===== src/common/mdsc_pkg.sv =====
package mdsc_pkg;

  // Register port geometry
  localparam int ADDR_W = 3;
  localparam int DATA_W = 8;
  localparam int PHASE_W = 16;

  // Register offsets
  localparam logic [2:0] OFS_CONFIG = 3'h0;
  localparam logic [2:0] OFS_PHASE_LO = 3'h1;
  localparam logic [2:0] OFS_PHASE_HI = 3'h2;
  localparam logic [2:0] OFS_PERIOD_CNT = 3'h3;
  localparam logic [2:0] OFS_PERIOD = 3'h4;
  localparam logic [2:0] OFS_STATUS = 3'h5;

  // Values after reset
  localparam logic [7:0] CONFIG_RESET = 8'h40;
  localparam logic [7:0] PHASE_RESET = 8'h00;
  localparam logic [7:0] PERIOD_RESET = 8'h27;
  localparam logic [7:0] PERIOD_CNT_RESET = 8'h00;

  // Field positions in the configuration register
  localparam int BIT_CLAMP_SRC = 7;
  localparam int BIT_VGND = 6;
  localparam int BIT_KEEP_ON = 5;
  localparam int BIT_CUR_REG = 4;
  localparam int BIT_AMP_CLAMP = 3;
  localparam int ROLE_LSB = 0;
  localparam int ROLE_W = 3;

  // System role codes
  localparam logic [2:0] ROLE_ALONE = 3'h0;
  localparam logic [2:0] ROLE_MO_MASTER = 3'h1;
  localparam logic [2:0] ROLE_MO_SLAVE = 3'h2;
  localparam logic [2:0] ROLE_MP_MASTER = 3'h3;
  localparam logic [2:0] ROLE_MP_SLAVE = 3'h4;
  localparam logic [2:0] ROLE_MO_MASTER_SYNC = 3'h5;
  localparam logic [2:0] ROLE_MO_SLAVE_SYNC = 3'h6;
  localparam logic [2:0] ROLE_UNUSED = 3'h7;

  // Shared system clock derived from the 40 MHz core clock
  localparam int CLK_SYS_HZ = 40_000_000;
  localparam int SYSCLK_HZ = 8_000_000;
  localparam int SYSCLK_DIV = CLK_SYS_HZ / SYSCLK_HZ;
  localparam logic [2:0] SYSCLK_DIV_LAST = 3'(SYSCLK_DIV - 1);
  localparam logic [2:0] SYSCLK_DIV_HIGH = 3'(SYSCLK_DIV / 2);

  // Configuration register, laid out as the bits sit
  typedef struct packed {
    logic clamp_src;
    logic vgnd_en;
    logic keep_on;
    logic cur_reg;
    logic amp_clamp;
    logic [2:0] role;
  } mdsc_cfg_t;

  // Which shared pins the role claims, and in which direction
  typedef struct packed {
    logic sync_out;
    logic sync_in;
    logic clk_out;
    logic clk_in;
    logic dem_out;
    logic dem_in;
  } mdsc_pinrole_t;

  // Output half of a two-way pin
  typedef struct packed {
    logic o;
    logic oe;
  } mdsc_pad_t;

  // Role code to pin directions; 111 claims nothing
  function automatic mdsc_pinrole_t mdsc_role_f(input logic [2:0] code);
    mdsc_pinrole_t r;
    r = '0;
    case (code)
      ROLE_MO_MASTER: r = '{sync_out: 1'b1, clk_out: 1'b1, default: 1'b0};
      ROLE_MO_SLAVE: r = '{sync_in: 1'b1, clk_in: 1'b1, default: 1'b0};
      ROLE_MP_MASTER: r = '{sync_out: 1'b1, clk_out: 1'b1, dem_out: 1'b1, default: 1'b0};
      ROLE_MP_SLAVE: r = '{sync_in: 1'b1, clk_in: 1'b1, dem_in: 1'b1, default: 1'b0};
      ROLE_MO_MASTER_SYNC: r = '{sync_out: 1'b1, default: 1'b0};
      ROLE_MO_SLAVE_SYNC: r = '{sync_in: 1'b1, default: 1'b0};
      default: r = '0;
    endcase
    return r;
  endfunction

endpackage


===== src/mdsc_sync2.sv =====
`timescale 1ns/1ps
`default_nettype none

module mdsc_sync2 #(
  parameter int WIDTH = 1
) (
  // Clock and reset
  input wire logic clk_sys,
  input wire logic reset,
  // Asynchronous levels in, synchronised levels out
  input wire logic [WIDTH-1:0] async_in,
  output logic [WIDTH-1:0] sync_out
);

  logic [WIDTH-1:0] meta_q;

  // Two flops; the first is read by the second alone
  always_ff @(posedge clk_sys)
  begin
    if (reset)
    begin
      meta_q <= '0;
      sync_out <= '0;
    end
    else
    begin
      meta_q <= async_in;
      sync_out <= meta_q;
    end
  end

endmodule

`default_nettype wire


===== src/mdsc_sync_config.sv =====
// Behaviour
// Low three config bits pick the role; 000 runs alone, sync pins unused.
// Role 001 drives sync out and the 8 MHz clock out.
// Role 101 drives only sync out; clock pin stays general purpose.
// Role 010 takes sync and 8 MHz clock as inputs from master.
// Role 110 takes only sync as input; own clock kept.
// Role 011 drives sync, clock and the sampled demand out.
// Role 100 takes sync, clock and demand in; demand becomes regulation target.
// Master sync frequency is the switching frequency; slave follows received sync.
// Slave delays its cycle after sync by the two-byte phase value.
// Firmware clears the period counter before synchronised operation.
// Firmware sets current regulation for multi-phase slave operation.
// Bit 7 picks clamp level: pin alone, or pin with average current.
// Bit 6 enables virtual ground; it alone resets to one.
// Bit 5 keeps the regulator on in sleep, else low current.
// Bit 4 picks current regulation when set, voltage when clear.
// Bit 3 enables the error amplifier output clamp.
// Code 111 behaves as stand-alone, pins under general purpose control.
`timescale 1ns/1ps
`default_nettype none

module mdsc_sync_config #(
  parameter logic [7:0] PERIOD_DEFAULT = mdsc_pkg::PERIOD_RESET
) (
  // Clock and reset
  input wire logic clk_sys,
  input wire logic reset,
  // Register port
  input wire logic [mdsc_pkg::ADDR_W-1:0] reg_addr,
  input wire logic [mdsc_pkg::DATA_W-1:0] reg_wdata,
  input wire logic reg_wr,
  input wire logic reg_rd,
  output logic [mdsc_pkg::DATA_W-1:0] reg_rdata,
  // Shared pins, input side and driven side
  input wire logic sync_pin_i,
  output mdsc_pkg::mdsc_pad_t sync_pin,
  input wire logic sysclk_share_pin_i,
  output mdsc_pkg::mdsc_pad_t sysclk_share_pin,
  input wire logic demand_share_pin_i,
  output mdsc_pkg::mdsc_pad_t demand_share_pin,
  // General purpose drive requests for pins the role leaves free
  input wire mdsc_pkg::mdsc_pad_t gpio_sync,
  input wire mdsc_pkg::mdsc_pad_t gpio_sysclk,
  input wire mdsc_pkg::mdsc_pad_t gpio_demand,
  // Loop side
  input wire logic sampled_demand,
  input wire logic sleep_cmd,
  output logic clamp_source_select,
  output logic vgnd_enable,
  output logic ldo_low_current,
  output logic current_regulation_select,
  output logic amp_clamp_enable,
  output logic regulation_demand,
  output logic switch_cycle_start,
  output logic sysclk_tick
);

  import mdsc_pkg::*;

  typedef enum logic {MDSC_ALIGN_IDLE, MDSC_ALIGN_DELAY} mdsc_align_t;

  mdsc_cfg_t cfg_q;
  logic [DATA_W-1:0] phase_lo_q;
  logic [DATA_W-1:0] phase_hi_q;
  logic [DATA_W-1:0] period_q;
  logic [DATA_W-1:0] per_cnt_q;
  logic [DATA_W-1:0] rdata_q;
  logic [PHASE_W-1:0] phase_w;
  logic [PHASE_W-1:0] delay_q;
  mdsc_align_t align_q;
  mdsc_pinrole_t role_w;
  logic master_w;
  logic slave_w;
  logic [3:0] raw_w;
  logic [3:0] syn_w;
  logic sync_s;
  logic clk_s;
  logic dem_pin_s;
  logic dem_s;
  logic sync_prev_q;
  logic clk_prev_q;
  logic sync_rise_w;
  logic ext_tick_w;
  logic int_tick_w;
  logic tick_w;
  logic [2:0] div_q;
  logic int_clk_w;
  logic sync_level_w;
  logic wr_cfg_w;
  logic wr_cnt_w;
  logic start_d;
  logic start_q;
  logic ldo_low_q;
  logic demand_q;

  ////////////////////////////////////////////////////////////////////////////
  // Pin inputs into the core clock domain

  assign raw_w = {sampled_demand, demand_share_pin_i, sysclk_share_pin_i, sync_pin_i};

  mdsc_sync2 #(
    .WIDTH(4)
  ) u_sync (
    .clk_sys(clk_sys),
    .reset(reset),
    .async_in(raw_w),
    .sync_out(syn_w)
  );

  assign sync_s = syn_w[0];
  assign clk_s = syn_w[1];
  assign dem_pin_s = syn_w[2];
  assign dem_s = syn_w[3];

  // Edge history, taken only from synchronised levels
  always_ff @(posedge clk_sys)
  begin
    if (reset)
    begin
      sync_prev_q <= 1'b0;
      clk_prev_q <= 1'b0;
    end
    else
    begin
      sync_prev_q <= sync_s;
      clk_prev_q <= clk_s;
    end
  end

  assign sync_rise_w = sync_s & ~sync_prev_q;
  assign ext_tick_w = clk_s & ~clk_prev_q;

  ////////////////////////////////////////////////////////////////////////////
  // Register writes

  assign wr_cfg_w = reg_wr && (reg_addr == OFS_CONFIG);
  assign wr_cnt_w = reg_wr && (reg_addr == OFS_PERIOD_CNT);
  assign phase_w = {phase_hi_q, phase_lo_q};

  // Configuration and phase registers; virtual ground alone resets set
  always_ff @(posedge clk_sys)
  begin
    if (reset)
    begin
      cfg_q <= CONFIG_RESET;
      phase_lo_q <= PHASE_RESET;
      phase_hi_q <= PHASE_RESET;
      period_q <= PERIOD_DEFAULT;
    end
    else if (reg_wr)
    begin
      case (reg_addr)
        OFS_CONFIG: cfg_q <= reg_wdata;
        OFS_PHASE_LO: phase_lo_q <= reg_wdata;
        OFS_PHASE_HI: phase_hi_q <= reg_wdata;
        OFS_PERIOD: period_q <= reg_wdata;
        default: ;
      endcase
    end
  end

  ////////////////////////////////////////////////////////////////////////////
  // Role decode

  assign role_w = mdsc_role_f(cfg_q.role);
  assign master_w = role_w.sync_out;
  assign slave_w = role_w.sync_in;

  ////////////////////////////////////////////////////////////////////////////
  // System clock: own 8 MHz divider, or the master's clock when shared in

  always_ff @(posedge clk_sys)
  begin
    if (reset)
      div_q <= '0;
    else if (div_q == SYSCLK_DIV_LAST)
      div_q <= '0;
    else
      div_q <= div_q + 3'h1;
  end

  // Five core cycles per period, so the clock out is 2/5 duty
  assign int_clk_w = div_q < SYSCLK_DIV_HIGH;
  assign int_tick_w = div_q == SYSCLK_DIV_LAST;
  assign tick_w = role_w.clk_in ? ext_tick_w : int_tick_w;
  assign sysclk_tick = tick_w;

  ////////////////////////////////////////////////////////////////////////////
  // Period counter; a write wins so firmware can clear it before locking

  always_ff @(posedge clk_sys)
  begin
    if (reset)
      per_cnt_q <= PERIOD_CNT_RESET;
    else if (wr_cnt_w)
      per_cnt_q <= reg_wdata;
    else if (start_d)
      per_cnt_q <= '0;
    else if (tick_w)
      per_cnt_q <= per_cnt_q + 8'h01;
  end

  // Sync out is high while the period count is at most half the period value
  assign sync_level_w = per_cnt_q <= (period_q >> 1);

  ////////////////////////////////////////////////////////////////////////////
  // Slave alignment: a received sync edge starts the cycle after the phase
  // delay; a new edge during the delay restarts it, so jitter cannot pile up

  always_ff @(posedge clk_sys)
  begin
    if (reset)
    begin
      align_q <= MDSC_ALIGN_IDLE;
      delay_q <= '0;
    end
    else if (!slave_w)
    begin
      align_q <= MDSC_ALIGN_IDLE;
      delay_q <= '0;
    end
    else if (sync_rise_w && phase_w != '0)
    begin
      align_q <= MDSC_ALIGN_DELAY;
      delay_q <= phase_w;
    end
    else
    begin
      case (align_q)
        MDSC_ALIGN_IDLE: align_q <= MDSC_ALIGN_IDLE;
        MDSC_ALIGN_DELAY:
        begin
          if (tick_w && delay_q == 16'h0001)
            align_q <= MDSC_ALIGN_IDLE;
          if (tick_w)
            delay_q <= delay_q - 16'h0001;
        end
        default: align_q <= MDSC_ALIGN_IDLE;
      endcase
    end
  end

  // Cycle start: master wraps its own period, slave follows the sync
  always_comb
  begin
    start_d = 1'b0;
    if (slave_w)
    begin
      if (sync_rise_w && phase_w == '0)
        start_d = 1'b1;
      else if (align_q == MDSC_ALIGN_DELAY && tick_w && delay_q == 16'h0001 && !sync_rise_w)
        start_d = 1'b1;
    end
    else if (tick_w && per_cnt_q >= period_q)
      start_d = 1'b1;
  end

  always_ff @(posedge clk_sys)
  begin
    if (reset)
      start_q <= 1'b0;
    else
      start_q <= start_d;
  end

  assign switch_cycle_start = start_q;

  ////////////////////////////////////////////////////////////////////////////
  // Shared pin drive: claimed outputs driven, claimed inputs released,
  // free pins follow their general purpose request

  mdsc_pad_t gpio_w [3];
  mdsc_pad_t pad_q [3];
  logic use_out_w [3];
  logic use_in_w [3];
  logic drv_w [3];

  assign gpio_w[0] = gpio_sync;
  assign gpio_w[1] = gpio_sysclk;
  assign gpio_w[2] = gpio_demand;
  assign use_out_w[0] = role_w.sync_out;
  assign use_out_w[1] = role_w.clk_out;
  assign use_out_w[2] = role_w.dem_out;
  assign use_in_w[0] = role_w.sync_in;
  assign use_in_w[1] = role_w.clk_in;
  assign use_in_w[2] = role_w.dem_in;
  assign drv_w[0] = sync_level_w;
  assign drv_w[1] = int_clk_w;
  assign drv_w[2] = dem_s;

  for (genvar g = 0; g < 3; g++)
  begin : g_pad
    always_ff @(posedge clk_sys)
    begin
      if (reset)
        pad_q[g] <= '0;
      else if (use_out_w[g])
        pad_q[g] <= '{o: drv_w[g], oe: 1'b1};
      else if (use_in_w[g])
        pad_q[g] <= '0;
      else
        pad_q[g] <= gpio_w[g];
    end
  end

  assign sync_pin = pad_q[0];
  assign sysclk_share_pin = pad_q[1];
  assign demand_share_pin = pad_q[2];

  ////////////////////////////////////////////////////////////////////////////
  // Regulation target: a multi-phase slave follows the master's demand

  always_ff @(posedge clk_sys)
  begin
    if (reset)
      demand_q <= 1'b0;
    else if (role_w.dem_in)
      demand_q <= dem_pin_s;
    else
      demand_q <= dem_s;
  end

  assign regulation_demand = demand_q;

  ////////////////////////////////////////////////////////////////////////////
  // Loop control bits

  assign clamp_source_select = cfg_q.clamp_src;
  assign vgnd_enable = cfg_q.vgnd_en;
  assign current_regulation_select = cfg_q.cur_reg;
  assign amp_clamp_enable = cfg_q.amp_clamp;

  // Regulator drops to low current only on sleep with keep-on clear
  always_ff @(posedge clk_sys)
  begin
    if (reset)
      ldo_low_q <= 1'b0;
    else
      ldo_low_q <= sleep_cmd && !cfg_q.keep_on;
  end

  assign ldo_low_current = ldo_low_q;

  ////////////////////////////////////////////////////////////////////////////
  // Register reads; data stand in the cycle after the strobe only

  always_ff @(posedge clk_sys)
  begin
    if (reset)
      rdata_q <= '0;
    else if (!reg_rd)
      rdata_q <= '0;
    else
    begin
      case (reg_addr)
        OFS_CONFIG: rdata_q <= cfg_q;
        OFS_PHASE_LO: rdata_q <= phase_lo_q;
        OFS_PHASE_HI: rdata_q <= phase_hi_q;
        OFS_PERIOD_CNT: rdata_q <= per_cnt_q;
        OFS_PERIOD: rdata_q <= period_q;
        OFS_STATUS: rdata_q <= {4'h0, align_q == MDSC_ALIGN_DELAY, slave_w, master_w, sync_s};
        default: rdata_q <= '0;
      endcase
    end
  end

  assign reg_rdata = rdata_q;

endmodule

`default_nettype wire


===== config.mk =====
export PLATFORM = sky130hd
export DESIGN_NAME = mdsc_sync_config
export DESIGN_NICKNAME = d
export VERILOG_FILES = /design/src/common/mdsc_pkg.sv /design/src/mdsc_sync2.sv /design/src/mdsc_sync_config.sv
export SDC_FILE = /design/constraint.sdc
export NUM_CORES = 1
export LEC_CHECK = 0
export ABC_CLOCK_PERIOD_IN_PS = 2800
export BUFFER_PORTS_ARGS = -buffer_cell sky130_fd_sc_hd__buf_2
export CAP_MARGIN = 20
export CORE_MARGIN = 4
export CORE_UTILIZATION = 45
export DETAILED_ROUTE_END_ITERATION = 12
export GPL_TIMING_DRIVEN = 0
export PLACE_DENSITY = 0.67
export SYNTH_ARGS = -nofsm -noshare
export SYNTH_HDL_FRONTEND = slang
export SYNTH_SLANG_ARGS = --single-unit

===== constraint.sdc =====
create_clock -name clk_sys -period 2.8 [get_ports clk_sys]
set_input_delay 0.42 -clock clk_sys [delete_from_list [all_inputs] [get_ports clk_sys]]
set_output_delay 0.42 -clock clk_sys [all_outputs]
set_load 0.05 [all_outputs]

After elaboration in Yosys (flattened, before gate mapping)
Memory sizes are Yosys's and may differ from the RTL's.
Cells that the tools add are included.
{"block": "totals", "elab_cells": 143, "output_inout_bits": 22, "register_bits": 81, "input_bits": 26, "ram_bits": 6, "mem_count": 1}
{"name": "pad_q", "depth": 3, "word_bits": 2, "read_ports": 3, "rd_clocked_by_memory_dff": 0, "wr": 3, "line": "mdsc_sync_config.sv:273", "rtl": "mdsc_pad_t pad_q [3];"}
{"block": "classes", "bitwise_logic": 16, "n_eq_ne": 13, "addsub": 3, "muxes": 61, "magnitude_cmp": 3, "reduce_logical": 25}
{"cell": "16-bit 2-to-1 mux", "count": 3}
{"cell": "8-bit one-hot mux with 6 select lines", "count": 1}
{"cell": "1-bit 2-to-1 mux", "count": 43}
{"cell": "6-bit one-hot mux with 6 select lines", "count": 1}
{"cell": "8-bit 2-to-1 mux", "count": 3}
{"cell": "3-bit == test, second input constant", "count": 6}
{"cell": "2-bit 2-to-1 mux", "count": 9}
{"cell": "16-bit by 1-bit == test with 1-bit output, second input constant", "count": 1}
{"cell": "16-bit logical NOT", "count": 1}
{"cell": "16-bit nonzero test", "count": 1}
{"cell": "16-bit by 1-bit subtractor with 16-bit output, second input constant", "count": 1}
{"cell": "3-bit by 2-bit == test with 1-bit output, second input constant", "count": 4}
{"cell": "2-bit AND reduction", "count": 5}
{"cell": "1-bit logical AND", "count": 9}
{"cell": "1-bit bitwise OR", "count": 9}
{"cell": "8-bit by 1-bit adder with 8-bit output, second input constant", "count": 1}
{"cell": "8-bit >= comparator", "count": 1}
{"cell": "8-bit by 7-bit <= comparator with 1-bit output", "count": 1}
{"cell": "3-bit by 1-bit == test with 1-bit output, second input constant", "count": 2}
{"cell": "2-bit OR reduction", "count": 3}
{"cell": "1-bit inverter", "count": 5}
{"cell": "2-bit nonzero test", "count": 2}
{"cell": "3-bit by 1-bit adder with 3-bit output, second input constant", "count": 1}
{"cell": "3-bit logical NOT", "count": 1}
{"cell": "5 further kinds", "count": 7}

Logic depth before layout (Yosys ltp)
{"block": "depth", "depth_word": 11, "mapped_depth": 10, "ltp_nobuf": 9}

Hierarchy
A second synthesis with hierarchy kept.
{"block": "hier_totals", "cells_unflattened": 525, "area_unflattened_um2": 4367.9}
{"module": "mdsc_sync_config", "cells_each": 509, "area_each_um2": 4157.7, "seq_area_each_um2": 1641.6, "n_inst": 1}
{"module": "mdsc_sync2", "cells_each": 16, "area_each_um2": 210.2, "seq_area_each_um2": 160.2, "n_inst": 1}

Worst setup path after synthesis
Ideal clock, no wire load.
{"block": "synth_path", "kind": "register to register", "from": "reg per_cnt_q[2]", "to": "reg per_cnt_q[5]", "arrival_time_ns": 2.354, "period_less_slack_ns": 2.449, "n_path_buf": 0, "setup_ns": 0.095, "path_stages_with_launch": 9, "setup_slack_ns": 0.351, "t_required_ns": 2.705, "cell_sequence": "dfxtp_1 > ha_1 > a211o_1 > a31oi_1 > nor3_1 > o311a_4 > nor4_4 > o211ai_1 > a221oi_1"}
{"block": "synth_between", "elab_chain_cells": 6, "word_cells_on_any_way": 9, "classes_between": "add/sub: 1; order compare: 1; mux: 5; reduce/logical: 2"}
{"element": "start: declaration", "line": "mdsc_sync_config.sv:66", "rtl": "logic [DATA_W-1:0] per_cnt_q;"}
{"element": "start signal: assignment", "line": "mdsc_sync_config.sv:196", "rtl": "per_cnt_q <= reg_wdata;"}
{"element": "start signal: assignment", "line": "mdsc_sync_config.sv:200", "rtl": "per_cnt_q <= per_cnt_q + 8'h01;"}
{"element": "8-bit >= comparator", "line": "mdsc_sync_config.sv:254", "rtl": "else if (tick_w && per_cnt_q >= period_q)"}
{"element": "1-bit logical AND", "line": "mdsc_sync_config.sv:254"}
{"element": "1-bit 2-to-1 mux", "line": "mdsc_sync_config.sv:254"}
{"element": "1-bit 2-to-1 mux", "line": "mdsc_sync_config.sv:247", "rtl": "if (slave_w)"}
{"element": "8-bit 2-to-1 mux", "line": "mdsc_sync_config.sv:197", "rtl": "else if (start_d)"}
{"element": "8-bit 2-to-1 mux", "line": "mdsc_sync_config.sv:195", "rtl": "else if (wr_cnt_w)"}
Several ways; a longest one is shown, not always the timed one. The select of a mux whose other input is x is not followed.
A chain may end at the register's enable or synchronous reset.

Worst setup path after layout
{"block": "layout_path", "from": "reg period_q[2]", "to": "reg per_cnt_q[2]"}
{"block": "layout_between", "elab_chain_cells": 6, "word_cells_on_any_way": 7, "classes_between": "order compare: 1; mux: 4; reduce/logical: 2"}
{"element": "start: declaration", "line": "mdsc_sync_config.sv:65", "rtl": "logic [DATA_W-1:0] period_q;"}
{"element": "start signal: assignment", "line": "mdsc_sync_config.sv:156", "rtl": "OFS_PERIOD: period_q <= reg_wdata;"}
{"element": "8-bit >= comparator (*)", "line": "mdsc_sync_config.sv:254"}
{"element": "1-bit logical AND (*)", "line": "mdsc_sync_config.sv:254"}
{"element": "1-bit 2-to-1 mux (*)", "line": "mdsc_sync_config.sv:254"}
{"element": "1-bit 2-to-1 mux (*)", "line": "mdsc_sync_config.sv:247"}
{"element": "8-bit 2-to-1 mux", "line": "mdsc_sync_config.sv:197"}
{"element": "8-bit 2-to-1 mux", "line": "mdsc_sync_config.sv:195"}
Every way passes the cells marked *; elsewhere a longest branch is shown, timed or not.

==> summary.txt <==
STA
  • RSZ-0062 raised after global routing: no
  • # setup viols final: 0
  • Setup TNS: 0 ns
  • Worst slew pin tran: 1.19 ns
  • Worst Setup Slack, final: 0.181 ns
  • Final Hold Violating Endpoints: 0
  • Clk_skew: 0.0103 ns
  • Final Max Tran Viols: 0
  • Post-layout min period: around 2.6 ns
  • Slew headroom: about a fifth
  • Highest clock rate: 382 MHz
  • Final worst path period share: 93.5%

Place
  • # port buffers: 45
  • Dpl cells: 699
  • Final HPWL DP: 9210 um
  • Placer Congestion: 0.925
  • Post-placement setup slack: -0.000427 ns

Synth
  • Mapped Avg Cell Area: 8.37 um2
  • Cell area after synthesis: 4350 um2
  • Synth Warn #: 0
  • Most used DFF post-synth: dfxtp_1
  • EDFF count, synth: 6
  • Post-synthesis cell type count: 51
  • Flops & latches, synth: 87
  • Synth Instances: 520
  • Sequential fraction of the synthesis area: 41.4%
  • Post-synth ARST share: 0%

Critical path
  • Setup crit start kind: flop
  • CP cell instances: inv_1 > ha_1 > a211o_1 > a31oi_1 > nor3_1 > o311a_4 > nor4_4 > o211ai_2 > a221oi_1
  • Max stage delay on crit path: 0.44 ns
  • CP bufs+invs: 1
  • Worst Path Arrival: between 2 and 3 ns
  • CP delay by family, top: compound AO/OA/AOI/OAI gates
  • Nature of the critical path endpoint: flop
  • CP Data Required Time: 3.07 ns
  • Worst Path Max Fanout: 8
  • Critical path's slowest cell: nor4_4
  • WS Path Type: flop to flop

Clocking
  • CTS tree: built
  • Total CTS buffers: 9
  • CTS Sinks: 87
  • Clk_lat worst skew: 0.37 ns
  • H-tree depth: 3
  • Root Buffer: clkbuf_8
  • Clock transition at path regs: 0.09 ns
  • Postcts setup bufs: 0
  • Longest Clk Path Bufs: 2

Final layout
  • Non-Filler Instances: 715
  • Commonest non-fill, non-tap cell in the layout: nand2_1
  • Synth-to-Final Area Change: 13.6%
  • Most frequent cells in the layout: nand2_1 (82), dfxtp_1 (79), a21oi_1 (54)
  • Core Util, Final: 53.0%
  • Layout cells sized above 1: 13.5%
  • Final #Nets: 627
  • Ant diodes: 0

Power
  • Comb power frac: ~11%
  • Max VDD drop: between 200 and 250 uV
  • Switching Share: 28.9%
  • Power Dens Cells: 480 nW/um2
  • Total power: 2.37 mW
  • Switching pwr: 0.684 mW
  • Clock share of power: 33.9%
  • Sequential power share: 55.1%
  • Leak: 1.82 nW
  • Internal Power: ~1.7 mW

Detailed routing
  • Vias: 4,040
  • Final ANT Viol Nets: 0
  • Initial DRC count: 271
  • DRT Wirelength: between 10,000 and 15,000 um
  • Avg Vias per Cell: around 5.7
  • Wire length per cell: 17.3 um
  • First-pass iteration count of the detailed router: 5
  • Number of remaining DRC errors: 0

Floorplan
  • Die ar.: 11,300 um2
  • Die X: 106 um
  • Cell Rows: 35
  • Die H: between 100 and 150 um
  • Initial Util: 46.7%
  • CORE AREA: 9330 um2
  • I/O pin count: 48

GRT
  • Vias in the first global route: 3,831
  • Largest net degree at the start of global routing: 16
  • Initial antenna violation count: 0
  • Gr ovfl total: 0
  • Total Routing Usage GR: between 20% and 30%
  • First-pass GRT wire length: roughly 20,000 um

Status
  • Status: completed

Worst hold path
  • Hold Crit Class: input pin to flop

Flow run
  • Max_cap viols: 0
worst paths after layout:
check / end / start / slack [ns] / cells after the start
setup / recovery: per_cnt_q[2] / period_q[2] / 0.18 / 9
hold / removal: u_sync.meta_q[3] / sampled_demand / 0.25 / 2
setup reg to reg: per_cnt_q[2] / period_q[2] / 0.18 / 9
hold reg to reg: u_sync.sync_out[3] / u_sync.meta_q[3] / 0.44 / 1
cells in the mapped netlist, types with 2 or more instances:
cell type	n	area, um2
clkinv_1	2	7.51
a31oi_1	3	18.8
mux2_2	3	33.8
o21a_1	2	15.0
nor2_1	49	184
o21ai_0	15	75.1
nand2b_1	4	25.0
mux2i_1	10	100
nand2_1	82	308
nor3_1	10	50.1
dfxtp_1	81	1620
a2111oi_0	2	17.5
buf_1	5	18.8
nand4_1	8	50.1
xnor2_1	8	70.1
xor2_1	11	96.3
mux4_2	3	67.6
nand3_1	14	70.1
nor4b_1	2	17.5
and3_1	2	12.5
clkbuf_1	20	75.1
nor2b_1	18	113
or3_1	4	25.0
inv_1	18	67.6
o211ai_1	6	45.0
a221oi_1	3	26.3
and2_1	3	18.8
nor4_1	10	62.6
edfxtp_1	6	180
nor3b_1	4	30.0
a21oi_1	54	270
or4_1	2	15.0
a211oi_1	9	67.6
a22oi_1	11	82.6
ha_1	20	250
metrics by stage:
| stage | cell area, um2 | hold WS (ns) |
|---|---|---|
| floorplan | 4370 | 0.414 |
| global placement | 4760 | 0.421 |
| detailed placement | 4760 | 0.427 |
| CTS | 4930 | 0.254 |
| global route | 4940 | 0.255 |
| finish | 4940 | 0.255 |
state kept, by name, indices dropped and copies added (netlist names), 3 cells and up:
register and count:
delay_q 16, per_cnt_q 8, period_q 8, phase_hi_q 8, phase_lo_q 8, reg_rdata 8, pad_q 6, cfg_q 4
u_sync.meta_q 4, u_sync.sync_out 4, div_q 3
power by group through the flow:
stage	logic, mW	registers [mW]	clock network (mW)
6_report	0.262	1.31	0.803
2_1_floorplan	0.139	1.36	0
5_1_grt	0.287	1.31	0.888
3_5_place_dp	0.258	1.33	0
3_3_place_gp	0.255	1.33	0
4_1_cts	0.260	1.31	0.821
cell families (layout without fill, tap and decap cells):
| group | Yosys count | after routing | synth area share [%] |
|---|---|---|---|
| compound gates | 114 | 114 | 16.3 |
| xor+xnor | 19 | 19 | 3.82 |
| fa+ha+maj | 20 | 20 | 5.75 |
| buf+inv | 45 | 106 | 3.88 |
| flops | 87 | 87 | 41.4 |
| mux | 16 | 16 | 4.63 |
| other cells | 1 | 6 | 0.0862 |
| simple gates | 218 | 218 | 24.2 |
layer usage:
metal / wire (um) / vias up / GRT usage (%)
met1: 5360 / 1920 / 30.8
met3: 877 / 22 / 4.01
met5: 0 / - / 0
li1: - / 1942 / -
met2: 5850 / 156 / 36.6
met4: 268 / 0 / 7.77
cell type report:
class	instances	area (um2)
well taps	129	161
fillers	909	4380
clock inverters	7	47.5
multi-input cells	393	2410
inverters	20	75.1
clock buffers	9	124
flip-flops and latches	87	1800
plain buffers	25	95.1
repair buffers	45	225
timing repair:
item,in CTS,in global routing
hold buffers,0,0
gates resized for setup,0,6
pin swaps,1,1
gates cloned,0,0
endpoints found under the hold margin,0,0
endpoints found under the setup margin,3,7
Note: power is estimated with default switching activity, not from simulation.
